==> config.mk <==
export PLATFORM = sky130hd
export DESIGN_NAME = nfc_rx_disturbance_filter
export DESIGN_NICKNAME = d
export VERILOG_FILES = /design/src/rx_filter_pkg.sv /design/src/nfc_rx_disturbance_filter.sv
export SDC_FILE = /design/constraint.sdc
export NUM_CORES = 1
export LEC_CHECK = 0
export BUFFER_PORTS_ARGS = -buffer_cell sky130_fd_sc_hd__buf_2
export CAP_MARGIN = 20
export CORE_MARGIN = 5
export CORE_UTILIZATION = 35
export DETAILED_ROUTE_END_ITERATION = 8
export PLACE_DENSITY = 0.57
export SYNTH_ARGS = -nofsm -noshare
export SYNTH_HDL_FRONTEND = slang
export SYNTH_SLANG_ARGS = --single-unit
==> constraint.sdc <==
create_clock -name sys_clk -period 5.65 [get_ports sys_clk]
set_input_delay 0.565 -clock sys_clk [delete_from_list [all_inputs] [get_ports sys_clk]]
set_output_delay 0.565 -clock sys_clk [all_outputs]
set_load 0.05 [all_outputs]
==> src/rx_filter_pkg.sv <==
// Package with register map, field layout and shared types of the receive filter block
package rx_filter_pkg;
  localparam logic [7:0] COLL_CFG_ADDR = 8'h05;
  localparam logic [7:0] SST_ADDR = 8'h06;
  localparam logic [7:0] RXCFG1_ADDR = 8'h0b;
  localparam logic [7:0] MASK_CFG_ADDR = 8'h20;
  localparam logic [7:0] STATUS_ADDR = 8'h21;
  localparam logic [7:0] COLL_CFG_RESET = 8'h00;
  localparam logic [7:0] SST_RESET = 8'h00;
  localparam logic [7:0] RXCFG1_RESET = 8'h00;
  localparam logic [7:0] MASK_CFG_RESET = 8'h00;
  localparam logic [7:0] COLL_CFG_MASK = 8'hcf;
  localparam logic [7:0] SST_MASK = 8'h1f;
  localparam int SUPPRESS_BIT = 7;
  localparam int START_TOL_BIT = 6;
  localparam int CHOICE_BIT = 7;
  localparam int START_BITS = 4;
  // One etu at 106 kb/s is 128 carrier periods; sst steps are a quarter etu
  localparam int ETU_NS = 9440;
  localparam int STEP_NS = ETU_NS / 4;
  localparam int CLK_NS = 100;
  localparam int STEP_CYCLES = (STEP_NS / CLK_NS) < 1 ? 1 : (STEP_NS / CLK_NS);
  localparam int MASK_UNIT_CYCLES = 8;

  typedef enum logic [1:0] {MODE_OTHER, MODE_A106, MODE_B106} rx_mode_t;

  typedef struct packed {
    logic [2:0] low_pass;
    logic [3:0] zero_set;
    logic am_enable;
    logic pm_enable;
    logic framing_pm;
  } analog_cfg_t;

  typedef struct packed {
    logic frame_end;
    logic frame_error;
    logic [3:0] frame_bytes;
    logic bit_error;
    logic [3:0] bit_index;
    logic subcarrier_seen;
  } rx_event_t;
endpackage : rx_filter_pkg

==> src/nfc_rx_disturbance_filter.sv <==
// Receive disturbance filter: collision suppression, subcarrier start check, channel choice
//
// Local design decision: the plain strobed port.
`timescale 1ns/1ps
// Operation
// - ISO-A 106k start interrupt needs error-free first four bits unless tolerant set.
// - Errored frame is EMD only when shorter than short_frame_threshold bytes.
// - subcarrier_start_limit is 5 bits of 0.25 etu; upper three bits reserved.
// - ISO-B 106k subcarrier earlier than limit after mask timer raises soft error.
// - With suppression on, early subcarrier discards frame as EMD and raises restart.
// - With one channel enabled, channel_choice 0 enables AM, 1 enables PM.
// - With both channels and manual selection, channel_choice picks framing channel.
// - Low-pass and zero settings are stored, reset to zero, forwarded to analog.
// - Mask timer starts at end of transmission; receiver activity ignored until expiry.
module nfc_rx_disturbance_filter (
  // Clock and reset
  input wire logic sys_clk,
  input wire logic rst_n,
  // Register port
  input wire logic [7:0] addr,
  input wire logic [7:0] wdata,
  input wire logic wr_en,
  input wire logic rd_en,
  output logic [7:0] rdata,
  // Receiver status
  input wire rx_filter_pkg::rx_mode_t rx_mode,
  input wire logic single_channel,
  input wire logic manual_select,
  input wire logic tx_end,
  input wire rx_filter_pkg::rx_event_t rx_event,
  // Events and analog settings
  output logic receive_start_irq,
  output logic soft_error_irq,
  output logic restart_irq,
  output logic emd_discard,
  output logic frame_accept,
  output logic rx_active,
  output rx_filter_pkg::analog_cfg_t analog_cfg
);
  import rx_filter_pkg::*;

  // Configuration registers and the registered read port
  logic [7:0] coll_reg, coll_next;
  logic [7:0] sst_reg, sst_next;
  logic [7:0] cfg1_reg, cfg1_next;
  logic [7:0] mask_cfg_reg, mask_cfg_next;
  logic [7:0] rdata_reg, rdata_next;
  // Mask receive timer, plus the quarter-etu clock of the start-time measurement
  logic mask_reg, mask_next;
  logic [15:0] mask_cnt_reg, mask_cnt_next;
  logic [7:0] step_cnt_reg, step_cnt_next;
  logic [5:0] start_time_reg, start_time_next;
  logic early_reg, early_next;
  logic start_ok_reg, start_ok_next;
  logic start_sent_reg, start_sent_next;
  logic [7:0] evt_reg, evt_next;
  logic suppress_on;
  logic b106;

  always_comb begin
    coll_next = coll_reg;
    sst_next = sst_reg;
    cfg1_next = cfg1_reg;
    mask_cfg_next = mask_cfg_reg;
    rdata_next = 8'h00;
    if (wr_en) begin
      unique case (addr)
        COLL_CFG_ADDR: coll_next = wdata & COLL_CFG_MASK;
        SST_ADDR: sst_next = wdata & SST_MASK;
        RXCFG1_ADDR: cfg1_next = wdata;
        // Unmapped writes fall through, so a stray address cannot disturb settings
        MASK_CFG_ADDR: mask_cfg_next = wdata;
        default: ;
      endcase
    end
    if (rd_en) begin
      unique case (addr)
        COLL_CFG_ADDR: rdata_next = coll_reg;
        SST_ADDR: rdata_next = sst_reg;
        RXCFG1_ADDR: rdata_next = cfg1_reg;
        MASK_CFG_ADDR: rdata_next = mask_cfg_reg;
        STATUS_ADDR: rdata_next = {4'h0, early_reg, mask_reg, emd_discard, rx_active};
        default: rdata_next = 8'h00;
      endcase
    end
  end

  always_ff @(posedge sys_clk or negedge rst_n) begin
    if (!rst_n) begin
      coll_reg <= COLL_CFG_RESET;
      sst_reg <= SST_RESET;
      cfg1_reg <= RXCFG1_RESET;
      mask_cfg_reg <= MASK_CFG_RESET;
      rdata_reg <= 8'h00;
    end else begin
      coll_reg <= coll_next;
      sst_reg <= sst_next;
      cfg1_reg <= cfg1_next;
      mask_cfg_reg <= mask_cfg_next;
      rdata_reg <= rdata_next;
    end
  end

  assign rdata = rdata_reg;

  // Suppression gates every EMD decision; the tolerant bit only touches ISO-A
  assign suppress_on = coll_reg[SUPPRESS_BIT];
  assign b106 = (rx_mode == MODE_B106);

  // tx_end wins over all activity, so each exchange starts from a clean slate
  always_comb begin
    mask_next = mask_reg;
    mask_cnt_next = mask_cnt_reg;
    step_cnt_next = step_cnt_reg;
    start_time_next = start_time_reg;
    early_next = early_reg;
    start_ok_next = start_ok_reg;
    start_sent_next = start_sent_reg;
    evt_next = 8'h00;
    if (tx_end) begin
      mask_next = 1'b1;
      mask_cnt_next = 16'h0000;
      step_cnt_next = 8'h00;
      start_time_next = 6'h00;
      early_next = 1'b0;
      start_ok_next = 1'b1;
      start_sent_next = 1'b0;
    end else if (mask_reg) begin
      // Activity while masked is dropped entirely
      if (mask_cnt_reg >= 16'(mask_cfg_reg * MASK_UNIT_CYCLES)) begin
        mask_next = 1'b0;
      end else begin
        // Counting stops once the mask drops, so a long setting never wraps
        mask_cnt_next = mask_cnt_reg + 16'h0001;
      end
    end else begin
      if (!start_sent_reg && !rx_event.subcarrier_seen) begin
        if (step_cnt_reg == 8'(STEP_CYCLES - 1)) begin
          step_cnt_next = 8'h00;
          if (start_time_reg != 6'h3f) start_time_next = start_time_reg + 6'h01;
        end else begin
          step_cnt_next = step_cnt_reg + 8'h01;
        end
      end
      if (b106 && rx_event.subcarrier_seen && !start_sent_reg) begin
        start_sent_next = 1'b1;
        if (start_time_reg < {1'b0, sst_reg[4:0]}) begin
          early_next = 1'b1;
          evt_next[1] = 1'b1;
          if (suppress_on) begin
            evt_next[2] = 1'b1;
            evt_next[3] = 1'b1;
          end
        end
      end
      if (rx_mode == MODE_A106 && !start_sent_reg) begin
        if (rx_event.bit_error && rx_event.bit_index < 4'(START_BITS)) begin
          start_ok_next = 1'b0;
        end
        if (rx_event.bit_index == 4'(START_BITS)) begin
          start_sent_next = 1'b1;
          // Tolerant mode forgives errors within the first four bits
          evt_next[0] = start_ok_reg || coll_reg[START_TOL_BIT];
        end
      end
      if (rx_event.frame_end) begin
        // An errored short frame is EMD only while suppression is on
        if (suppress_on && rx_event.frame_error &&
            rx_event.frame_bytes < coll_reg[3:0]) begin
          evt_next[3] = 1'b1;
          evt_next[2] = 1'b1;
        end else if (!(b106 && early_reg && suppress_on)) begin
          evt_next[4] = 1'b1;
        end
        mask_next = 1'b0;
      end
    end
  end

  always_ff @(posedge sys_clk or negedge rst_n) begin
    if (!rst_n) begin
      mask_reg <= 1'b0;
      mask_cnt_reg <= 16'h0000;
      step_cnt_reg <= 8'h00;
      start_time_reg <= 6'h00;
      early_reg <= 1'b0;
      start_ok_reg <= 1'b1;
      start_sent_reg <= 1'b0;
      evt_reg <= 8'h00;
    end else begin
      mask_reg <= mask_next;
      mask_cnt_reg <= mask_cnt_next;
      step_cnt_reg <= step_cnt_next;
      start_time_reg <= start_time_next;
      early_reg <= early_next;
      start_ok_reg <= start_ok_next;
      start_sent_reg <= start_sent_next;
      evt_reg <= evt_next;
    end
  end

  assign receive_start_irq = evt_reg[0];
  assign soft_error_irq = evt_reg[1];
  assign restart_irq = evt_reg[2];
  assign emd_discard = evt_reg[3];
  assign frame_accept = evt_reg[4];
  assign rx_active = !mask_reg;

  always_comb begin
    analog_cfg.low_pass = cfg1_reg[6:4];
    analog_cfg.zero_set = cfg1_reg[3:0];
    // Both enabled from the operation control side means the choice only picks framing
    analog_cfg.am_enable = single_channel ? !cfg1_reg[CHOICE_BIT] : 1'b1;
    analog_cfg.pm_enable = single_channel ? cfg1_reg[CHOICE_BIT] : 1'b1;
    // With both channels and no manual selection the framing stays on AM
    analog_cfg.framing_pm = (single_channel || manual_select) ? cfg1_reg[CHOICE_BIT] : 1'b0;
  end
endmodule : nfc_rx_disturbance_filter

### Yosys cells after proc, flatten, opt, wreduce, memory -nomap -nowiden

Cells that the tools add are included.

* memories: 0
* bits in writable memories: 0
* register bits: 74
* latch bits: 0
* ROM bits: 0
* logic and storage cells: 108

* magnitude comparators: 4
* shift-type cells: 0
* eq/ne operators: 12
* add/subtract/negate cells: 3
* reduce and logical (&&, ||, !) cells: 32
* div/mod/pow operators: 0
* bitwise operators: 0
* $mul: 0
* muxes and demuxes: 44

Operator list (count)
* $mux 16: 3
* $mux 8: 5
* $pmux 8 s5: 1
* $mux 6: 5
* $mux 1: 23
* $add 16x1->16 const B: 1
* $eq 8x3->1 const B: 2
* $eq 8x6->1 const B: 2
* $ge 16x11->1: 1
* $reduce_bool 2->1: 8
* $reduce_and 2->1: 6
* $mux 5: 2
* $logic_and 1x1->1: 9
* $mux 3: 3
* $add 8x1->8 const B: 1
* $eq 8x4->1 const B: 1
* $eq 8x5->1 const B: 1
* $add 6x1->6 const B: 1
* $lt 6x5->1: 1
* $ne 6x6->1 const B: 1
* $reduce_and 3->1: 2
* $eq 4x3->1 const B: 1
* $logic_not 1->1: 4
* $lt 4x3->1 const B: 1
* 7 further kinds: 10

### Longest topological paths before layout

Gate-level depths: netlist of the first run.

* word-level depth: 8
* mapped depth: 9

### Worst setup path before layout of the first run

Ideal clock, no wire load.

* kind: register to register
* start point: reg mask_cnt_reg[5]
* end point: reg mask_cnt_reg[3]
* period minus slack after synthesis: 2.183 ns
* slack: 3.467 ns
* arrival time: 2.105 ns
* data required time: 5.572 ns
* stages on the path, launching flop included: 8
* cells stage by stage: dfrtp_1 > ha_1 > a211oi_1 > nor3_1 > or3_4 > buf_6 > or4b_1 > a21oi_1

* word-level cells in the longest chain between the ends: 3

Ends and longest elaborated chain
* start: declaration: line nfc_rx_disturbance_filter.sv:50 `logic [15:0] mask_cnt_reg, mask_cnt_next;`
* start signal: assignment: line nfc_rx_disturbance_filter.sv:192 `mask_cnt_reg <= mask_cnt_next;`
* $ge 16x11->1: line nfc_rx_disturbance_filter.sv:130 `if (mask_cnt_reg >= 16'(mask_cfg_reg * MASK_UNIT_CYCLES)) begin`
* $ne 2x2->1 (no source line)
* $reduce_and 2->1 (no source line)

No other way between the ends.
A chain may end at the register's enable or synchronous reset.

### Worst setup path in the final report of the first run

* start point: in addr[4]
* end point: reg coll_reg[3]

* word-level cells in the longest chain between the ends: 2

Ends and longest elaborated chain
* start: declaration: line nfc_rx_disturbance_filter.sv:20 `input wire logic [7:0] addr,`
* $eq 8x3->1: line nfc_rx_disturbance_filter.sv:67 `unique case (addr)`
* $reduce_and 2->1 (no source line)
* end signal: assignment: line nfc_rx_disturbance_filter.sv:96 `coll_reg <= coll_next;`
* end: declaration: line nfc_rx_disturbance_filter.sv:43 `logic [7:0] coll_reg, coll_next;`

No other way between the ends.

==> run metrics, run 1 <==
# nets final 485; crit path max fanout 11; max frequency 0.4140 GHz; largest net degree at the start of global routing between 70 and 80; busiest grt layer met2; Synth top area share 0.4644; initial antenna violation count 0; Syn Nets 430; Diodes inserted 0; Post-Synth Adder-Cell Area 0.06450; Die W ~120 um; multiplexer share of the synthesized area 0.08352; routed vias 3,056; Max Root-Sink Buffers 2; Overall Global Routing Usage 0.1406; pwr dens ~240 nW/um2; met3 Track Usage GR 0.02737; CTS tree done; Post-Syn Instances 373; H-tree levels 3; Layout area overhead 14.77%; setup TNS 0 ps; CTS Sinks 73; Seq/Total Area, Yosys 0.4711; simple-gate area share of the yosys netlist 0.1796; WP data required 5880 ps; DRC viols 0; Slew Viols, Final 0; # rows 38; Routability Congestion 0.8757; leakage 2.080 nW; Period minus WS final about 2400 ps; DRT iter0 DRCs 225; crit path launch type input port; I/O pins approximately 60; compound-gate portion of the synthesized area 0.1438; port bufs 60; final hold slack 427.9 ps; worst vdd ir 0.08796 mV; Final Hold Fails 0; XOR/XNOR Fraction of Synth Area 0.004515; Arr. time, crit path 2650 ps; post-DP HPWL between 6000 and 7000 um; first-pass GRT wire length ~15,000 um; run status finished, final reports clean; CP Capture Type flop; final worst-path setup slack 3234 ps; Seq. cell area 1828 um2; multi-input combinational cell area 1847 um2; FILL cells 1,057; Main synth FF type dfrtp_1; vias in the first global route 2,939; Least-Margin Pin Slew 938.6 ps; post-synth top area cell dfrtp_1; Post-CTS Hold Fix Bufs 0; Die Ht about 120 um; Worst Skew 8.868 ps; Rel. slew slack 0.3743; Global Route met2 Usage 0.2211; die area 13,290 um2; final wirelength 9006 um; Final ANT Viol Nets 0; #FFs+latches synth 73; Pre-antenna DRT Iters 4; ratio of cells with drive above 1 in the final layout 0.2540; Post CTS Setup Buffer Count 0; Netlist cell types 50; Post-synth EDFFs 0; Largest register FFs 16; total core area 10,840 um2; met1 usage 0.1827; largest family of logic cells by synthesized area simple AND/OR/NAND/NOR gates; Via density between 5 and 6; total gr overflow 0; Initial Util 0.3579; CTS buffer count 9; Synth area leaders dfrtp_1 46%, mux2_2 7.8%, ha_1 6.4%; post-DR wirelength/cell around 16 um; clock slew seen by the registers of the worst setup and hold paths 80 ps; Setup CP Type input port to flop; Setup Viol. Count Final 0; pre-CTS setup slack 2910 ps; min-delay worst type input port to async pin; synthesized area per cell 10.40 um2; Synth Warn # 0; worst skew pair latency 350 ps; Post-synth ARST share 1.000; root buffer cell clkbuf_8; RSZ-0062 raised after global routing no; Max-cap violations 0; mapped cell area 3880 um2; crit share post-route 0.4276; post-cts sizing count 0
==> metrics by stage <==
step / area [um2] / utilization / cells / power, mW
4_1_cts: 4453 / 0.4108 / 573 / 1.103
5_1_grt: 4453 / 0.4108 / 573 / 1.142
3_3_place_gp: 4259 / 0.3929 / 557 / 0.6976
3_5_place_dp: 4259 / 0.3929 / 557 / 0.7004
2_1_floorplan: 3880 / - / 373 / 0.6519
6_report: 4453 / 0.4108 / 573 / 1.087
==> layout make-up <==
type | count | area share
multi-input combinational | 256 | 0.4147
sequential | 73 | 0.4105
timing repair buffer | 61 | 0.06912
clock buffer | 15 | 0.04187
tap | 140 | 0.03934
inverter | 27 | 0.02276
clock inverter | 1 | 0.001686
==> cells in the final DEF, fill, tap and decap left out, types with 3 or more instances in the layout <==
cell type,n
clkbuf_8,13
a211oi_1,3
ha_1,20
or4_1,6
a311oi_1,3
a21o_1,10
nand3b_1,3
nor2_1,20
nand2_1,24
inv_1,27
o31ai_1,6
and3_1,9
a222oi_1,4
o21ai_0,22
buf_2,60
nor3_1,6
mux2_2,27
nand3_1,20
a21oi_1,18
nand2b_1,7
nor2b_1,6
a22o_1,8
dfrtp_1,72
or3_1,6
==> worst max-delay path, cell delays in order <==
cell	delay [ps]
buf_2	100
or3_4	410
nor4b_2	760
nand3_1	430
mux2_2	380
==> power by group <==
part	internal [mW]	total [mW]	switching, mW
clock network	0.208	0.398	0.190
logic	0.0477	0.132	0.0839
registers	0.538	0.557	0.0187
==> worst paths after layout <==
check                                 from         endpoint  slack [ps]  cells after the start
hold / removal                       rst_n  step_cnt_reg[4]         430                      2
setup reg to reg           mask_cnt_reg[5]  mask_cnt_reg[5]        3290                      6
setup / recovery                   addr[4]      coll_reg[3]        3230                      5
min in group sys_clk          rx_event[11]       evt_reg[4]         460                      3
max in group asynchronous            rst_n  mask_cnt_reg[0]        4610                      2
hold reg to reg               start_ok_reg     start_ok_reg         460                      2
==> routing by layer <==
layer / routed length [um] / share of wire
met1: 3978 / 0.44
met2: 4268 / 0.47
met3: 507 / 0.056
met4: 252 / 0.028
met5: 0 / 0
==> kinds of logic after synthesis <==
kind of cell | after synthesis
and+or+nand+nor | 121
AOI/OAI and AO/OA | 84
DFF | 73
buffers and inverters | 44
muxes | 29
adders and majority gates | 20
xor gates and xnor gates | 2
==> Yosys cell counts (7+ instances only) <==
cell type / count
and3_1: 9
nor2_1: 20
nand3_1: 20
o21ai_0: 22
inv_1: 27
nand2_1: 24
ha_1: 20
mux2_2: 27
a22o_1: 8
a21oi_1: 18
nand2b_1: 7
buf_4: 8
a21o_1: 10
dfrtp_1: 72
Note: power is estimated with default switching activity, not from simulation.
==> run 2: changes to the inputs <==
==> constraint.sdc (replaced) <==
create_clock -name sys_clk -period 2.5 [get_ports sys_clk]
set_input_delay 0.25 -clock sys_clk [delete_from_list [all_inputs] [get_ports sys_clk]]
set_output_delay 0.25 -clock sys_clk [all_outputs]
set_load 0.05 [all_outputs]
==> run metrics, run 2 (synthesis gave the netlist of run 1 again) <==
run status finished, final reports clean (unchanged); post-cts sizing count 0 (unchanged); Final Hold Fails 0 (unchanged); Die W 115.3 um (unchanged); CTS tree done (unchanged); routed vias 2,998 (was 3,056); commonest cells after routing, fill and taps aside 72 x dfrtp_1, 60 x buf_2, 27 x inv_1, 27 x mux2_2, 24 x nand2_1 (unchanged); Layout area overhead 15.83% (was 14.77%); clock slew seen by the registers of the worst setup and hold paths 80 ps (about the same); Final ANT Viol Nets 0 (unchanged); first-pass GRT wire length 14,090 um (was 14,770 um); fin cells 578 (was 573); commonest non-fill, non-tap cell in the layout dfrtp_1 (unchanged); placed cell count 561 (was 557); crit-path cells inv_1, ha_1, a211oi_1, nor3_1, or3_4, or4_1, a21oi_1 (was buf_2, or3_4, nor4b_2, nand3_1, mux2_2); CP Capture Type flop (unchanged); Largest register FFs 16 (unchanged); Pre-antenna DRT Iters 5 (was 4); reg2reg path depth 7 (was 6); crit path launch type flop (was input port); die area 13,290 um2 (unchanged); Worst path max stage delay 530 ps (was 760 ps); DRT iter0 DRCs 159 (was 225); Period minus WS final 2363 ps; worst skew pair latency 360 ps (was 350 ps); Worst Setup SP mask_cfg_reg[2] (was addr[4]); crit share post-route 0.9451; HP Start rx_event[11]; initial antenna violation count 0 (unchanged); Design Area, Final 4494 um2 (was 4453 um2); # rows 38 (unchanged); CTS Sinks 73 (unchanged); I/O pins 61 (unchanged); leakage 2.099 nW (was 2.080 nW); post-DR wirelength/cell 15.04 um (was 15.72 um); total core area 10,840 um2 (unchanged); largest net degree at the start of global routing 74 (unchanged); Die Ht 115.3 um (unchanged); post-DP HPWL 6407 um (was 6633 um); setup TNS 0 ps (unchanged); RSZ-0062 raised after global routing no (unchanged); Least-Margin Pin Slew 738.1 ps (was 938.6 ps); WP data required 2770 ps (was 5880 ps); Diodes inserted 0 (unchanged); Initial Util 0.3579 (unchanged); hold path cells 3; pwr dens 538.8 nW/um2 (was 244.1 nW/um2); worst r2r src mask_cfg_reg[2] (was mask_cnt_reg[5]); utilization after layout 0.4146 (was 0.4108); ratio of cells with drive above 1 in the final layout 0.2626 (was 0.2540); Routability Congestion 0.8416 (was 0.8757); Arr. time, crit path 2630 ps (was 2650 ps); Cell Area, Placed 4302 um2 (was 4259 um2); slowest CP cell or4_1 (was nor4b_2); Slew Viols, Final 0 (unchanged); final wirelength 8692 um (was 9006 um); total gr overflow 0 (unchanged); root buffer cell clkbuf_8 (unchanged); DRC viols 0 (unchanged); worst vdd ir 0.2179 mV (was 0.08796 mV); CTS buffer count 9 (unchanged); # nets final 490 (was 485); Post CTS Setup Buffer Count 0 (unchanged); vias in the first global route 2,843 (was 2,939); Worst Skew 12.03 ps (was 8.868 ps); Max-cap violations 0 (unchanged); Overall Global Routing Usage 0.1347 (was 0.1406); Setup CP Type flop to flop (was input port to flop); Rel. slew slack 0.5057 (was 0.3743); port bufs 60 (unchanged); H-tree levels 3 (unchanged); Via density 5.187 (was 5.333); Max Root-Sink Buffers 2 (unchanged); max frequency 0.4232 GHz; Setup Viol. Count Final 0 (unchanged); min-delay worst type input port to flop (was input port to async pin); crit path max fanout 22 (was 11)
run 2: cell types whose count changed in the layout (fill, tap and decap cells not counted), sizes merged:
| cell | previous run | this run |
|---|---|---|
| clkinvlp | 1 | 3 |
| clkbuf | 15 | 12 |
| clkinv | 0 | 1 |
| buf | 61 | 65 |
| dlygate4sd3 | 0 | 1 |
run 2: repair_timing:
item                       CTS  global route
hold buffers                 1             0
setup endpoints to repair    0             0
hold endpoints to repair    72             0
run 2: layout make-up:
class	count	area (um2)
tap	140	175.2
fill	1088	6346
timing repair buffer	66	360.3
clock buffer	12	155.1
inverter	27	101.3
sequential	73	1828
multi-input combinational	256	1847
clock inverter	4	27.53
run 2: routing by layer:
| metal | GRT usage | wire length, um |
|---|---|---|
| met1 | 0.1839 | 4039 |
| met2 | 0.2010 | 3901 |
| met3 | 0.02579 | 491 |
| met4 | 0.07433 | 259 |
| met5 | 0 | 0 |
run 2: power by group:
group / switching [mW] / total (mW) / internal (mW)
combinational: 0.188 / 0.300 / 0.112
clock: 0.449 / 0.862 / 0.413
sequential: 0.0425 / 1.26 / 1.22
total: 0.680 / 2.42 / 1.74
run 2: final timing paths:
path,slack [ps],to
worst max-delay path,140,mask_cnt_reg[5]
worst min-delay path,130,evt_reg[4]
worst max register to register,140,mask_cnt_reg[5]
worst min register to register,460,start_ok_reg
max in group asynchronous,1690,start_ok_reg
min in group asynchronous,430,step_cnt_reg[2]
run 2: through the flow:
step	worst slack (ps)	power, mW	hold slack (ps)
4_1_cts	160.9	2.454	106.7
3_5_place_dp	193.1	1.587	317.0
6_report	137.3	2.421	126.3
5_1_grt	60.11	2.544	129.6
2_1_floorplan	317.0	1.473	-45.59
3_3_place_gp	274.9	1.579	310.9
run 2: critical path, delay by kind of cell, from the launching register on:
| family | cells | cell delay (ps) |
|---|---|---|
| and+or+nand+nor | 3 | 1100 |
| buffers and inverters | 1 | 60 |
| adders and majority gates | 1 | 300 |
| DFF | 1 | 390 |
| AOI/OAI and AO/OA | 2 | 430 |
==> run 3: changes to the inputs <==
--- a/config.mk
+++ b/config.mk
@@ -5,12 +5,13 @@
 export SDC_FILE = /design/constraint.sdc
 export NUM_CORES = 1
 export LEC_CHECK = 0
+export ABC_AREA = 1
 export BUFFER_PORTS_ARGS = -buffer_cell sky130_fd_sc_hd__buf_2
 export CAP_MARGIN = 20
 export CORE_MARGIN = 5
 export CORE_UTILIZATION = 35
 export DETAILED_ROUTE_END_ITERATION = 8
-export PLACE_DENSITY = 0.57
+export PLACE_DENSITY = 0.56
 export SYNTH_ARGS = -nofsm -noshare
 export SYNTH_HDL_FRONTEND = slang
 export SYNTH_SLANG_ARGS = --single-unit
==> run metrics, run 3 <==
die area 14,580 um2 (was 13,290 um2); Period minus WS final 1965 ps (was 2363 ps); Post-Syn Instances 541 (was 373); root buffer cell clkbuf_16 (was clkbuf_8); total gr overflow 0 (unchanged); post-synth top area cell dfrtp_1 (unchanged); Via density 4.876 (was 5.187); RSZ-0062 raised after global routing no (unchanged); # rows 40 (was 38); Post-synth EDFFs 0 (unchanged); Setup CP Type flop to flop (unchanged); final wirelength 10,630 um (was 8692 um); leakage 2.494 nW (was 2.099 nW); DRT iter0 DRCs 241 (was 159); I/O pins 61 (unchanged); slowest CP cell dfrtp_1 (was or4_1); commonest cells after routing, fill and taps aside 111 x nand2_1, 75 x inv_1, 72 x dfrtp_1 (was 72 x dfrtp_1, 60 x buf_2, 27 x inv_1, 27 x mux2_2, 24 x nand2_1); # nets final 653 (was 490); vias in the first global route 3,666 (was 2,843); routed vias 3,647 (was 2,998); Overall Global Routing Usage 0.1517 (was 0.1347); CTS Sinks 73 (unchanged); crit-path cells ha_1, nand2_1, nor2_1, nor2b_1, nand2_1, nand3_1, nand2_1, nand3_1, nand2_1 (was inv_1, ha_1, a211oi_1, nor3_1, or3_4, or4_1, a21oi_1); synthesized area per cell 7.937 um2 (was 10.40 um2); simple-gate area share of the yosys netlist 0.2902 (was 0.1796); Arr. time, crit path 2190 ps (was 2630 ps); Die W 120.8 um (was 115.3 um); crit share post-route 0.7861 (was 0.9451); largest family of logic cells by synthesized area simple AND/OR/NAND/NOR gates (unchanged); min-delay worst type input port to async pin (was input port to flop); CTS tree done (unchanged); commonest cells in the synthesized netlist 111 x nand2_1, 75 x inv_1, 72 x dfrtp_1 (was 72 x dfrtp_1, 27 x inv_1, 27 x mux2_2); multi-input combinational cell area 2013 um2 (was 1847 um2); Die Ht 120.8 um (was 115.3 um); Top cell by count, worst path nand2_1; post-DR wirelength/cell 14.21 um (was 15.04 um); Netlist cell types 43 (was 50); Seq/Total Area, Yosys 0.4257 (was 0.4711); Slew Viols, Final 0 (unchanged); DRC viols 0 (unchanged); FILL cells 1,237 (was 1,088); final hold slack 68.64 ps (was 126.3 ps); H-tree levels 3 (unchanged); top-count cell post-synth nand2_1 (was dfrtp_1); WP data required 2720 ps (was 2770 ps); pwr dens 588.4 nW/um2 (was 538.8 nW/um2); post-DP HPWL 7860 um (was 6407 um); Post CTS Setup Buffer Count 0 (unchanged); Final Total Pwr 2.909 mW (was 2.421 mW); Synth area leaders dfrtp_1 42%, nand2_1 9.7%, inv_1 6.6% (was dfrtp_1 46%, mux2_2 7.8%, ha_1 6.4%); crit path launch type flop (unchanged); total core area 12,010 um2 (was 10,840 um2); multiplexer share of the synthesized area 0.002622 (was 0.08352); Diodes inserted 0 (unchanged); Setup Viol. Count Final 0 (unchanged); setup TNS 0 ps (unchanged); Max-cap violations 0 (unchanged); crit path max fanout 12 (was 22); Synth Warn # 0 (unchanged); Post-Synth Adder-Cell Area 0.05828 (was 0.06450); XOR/XNOR Fraction of Synth Area 0.01224 (was 0.004515); worst skew pair latency 330 ps (was 360 ps); commonest non-fill, non-tap cell in the layout nand2_1 (was dfrtp_1); Pre-antenna DRT Iters 4 (was 5); #FFs+latches synth 73 (unchanged); Main synth FF type dfrtp_1 (unchanged); compound-gate portion of the synthesized area 0.1055 (was 0.1438); Syn Nets 598 (was 430); Seq. cell area 1828 um2 (unchanged); worst vdd ir 0.2790 mV (was 0.2179 mV); utilization after layout 0.4117 (was 0.4146); Routability Congestion 0.8608 (was 0.8416); mapped cell area 4294 um2 (was 3880 um2); initial antenna violation count 0 (unchanged); max frequency 0.5089 GHz (was 0.4232 GHz); Least-Margin Pin Slew 956.7 ps (was 738.1 ps); Layout area overhead 15.15% (was 15.83%); Max Root-Sink Buffers 2 (unchanged); Rel. slew slack 0.3622 (was 0.5057); Worst path max stage delay 460 ps (was 530 ps); Synth top area share 0.4196 (was 0.4644); Final ANT Viol Nets 0 (unchanged); clock slew seen by the registers of the worst setup and hold paths 60 ps (was 80 ps); CP Capture Type flop (unchanged); port bufs 60 (unchanged); CTS buffer count 9 (unchanged); first-pass GRT wire length 17,770 um (was 14,090 um); Post-synth ARST share 1.000 (unchanged); Post-CTS Hold Fix Bufs 0 (was 1); post-cts sizing count 0 (unchanged); largest net degree at the start of global routing 74 (unchanged); run status finished, final reports clean (unchanged); Initial Util 0.3575 (was 0.3579); Final Hold Fails 0 (unchanged); Worst Skew 6.704 ps (was 12.03 ps); Largest register FFs 16 (unchanged); ratio of cells with drive above 1 in the final layout 0.2047 (was 0.2626)
## run 3: changes by cell type in the layout (fill, tap and decap cells not counted), sizes merged, moves of 8 or more
cell / before / now
nand2: 24 / 122
inv: 27 / 82
nor2: 20 / 75
nand3: 20 / 52
mux2: 27 / 1
o21ai: 22 / 39
a21o: 10 / 0
a22o: 8 / 0
and3: 9 / 1
or3: 8 / 0
## run 3: worst paths after layout
check                            startpoint          endpoint  slack (ps)  cells after the start
setup / recovery            mask_cnt_reg[7]   mask_cnt_reg[2]         530                      9
hold / removal                        rst_n   mask_cnt_reg[0]          70                      1
setup reg to reg            mask_cnt_reg[7]   mask_cnt_reg[2]         530                      9
hold reg to reg            mask_cnt_reg[13]  mask_cnt_reg[13]         480                      2
max in group asynchronous             rst_n          rdata[0]        1810                      1
min in group sys_clk            rx_event[5]      start_ok_reg         110                      2
## run 3: stage by stage
stage	cell area (um2)	worst slack, ps	instances
floorplan	4294	888.8	541
global placement	4654	655.8	732
detailed placement	4654	554.6	732
CTS	4945	542.1	748
global route	4945	313.0	748
finish	4945	534.9	748
## run 3: worst max-delay path: cells and delay by family (launching register included)
| family | cells | cell delay, ps |
|---|---|---|
| AND/OR/NAND/NOR | 8 | 1060 |
| adder cells (fa/ha/maj) | 1 | 330 |
| flip-flops | 1 | 460 |
## run 3: layout make-up
type,count,area share
clock buffer,13,0.05061
inverter,83,0.06452
clock inverter,3,0.008097
timing repair buffer,61,0.06275
sequential,73,0.3697
tap,147,0.03720
multi-input combinational,368,0.4071
## run 3: power breakdown
group | total, mW | internal (mW) | switching, mW
Combinational | 0.353 | 0.110 | 0.243
Clock | 1.28 | 0.798 | 0.485
Sequential | 1.27 | 1.23 | 0.0478
## run 3: cells by family after synthesis
| kind of cell | count (synthesis) |
|---|---|
| buf+inv | 100 |
| mux | 1 |
| simple gates | 271 |
| xor+xnor | 6 |
| flops | 73 |
| fa+ha+maj | 20 |
| compound gates | 70 |
## run 3: routing by layer
| layer | track usage | routed length [um] | up-vias |
|---|---|---|---|
| met2 | 0.2480 | 4882 | 84 |
| li1 | - | - | 1840 |
| met4 | 0.06161 | 213 | 0 |
| met1 | 0.1952 | 4900 | 1706 |
| met5 | 0 | 0 | - |
| met3 | 0.03274 | 633 | 17 |
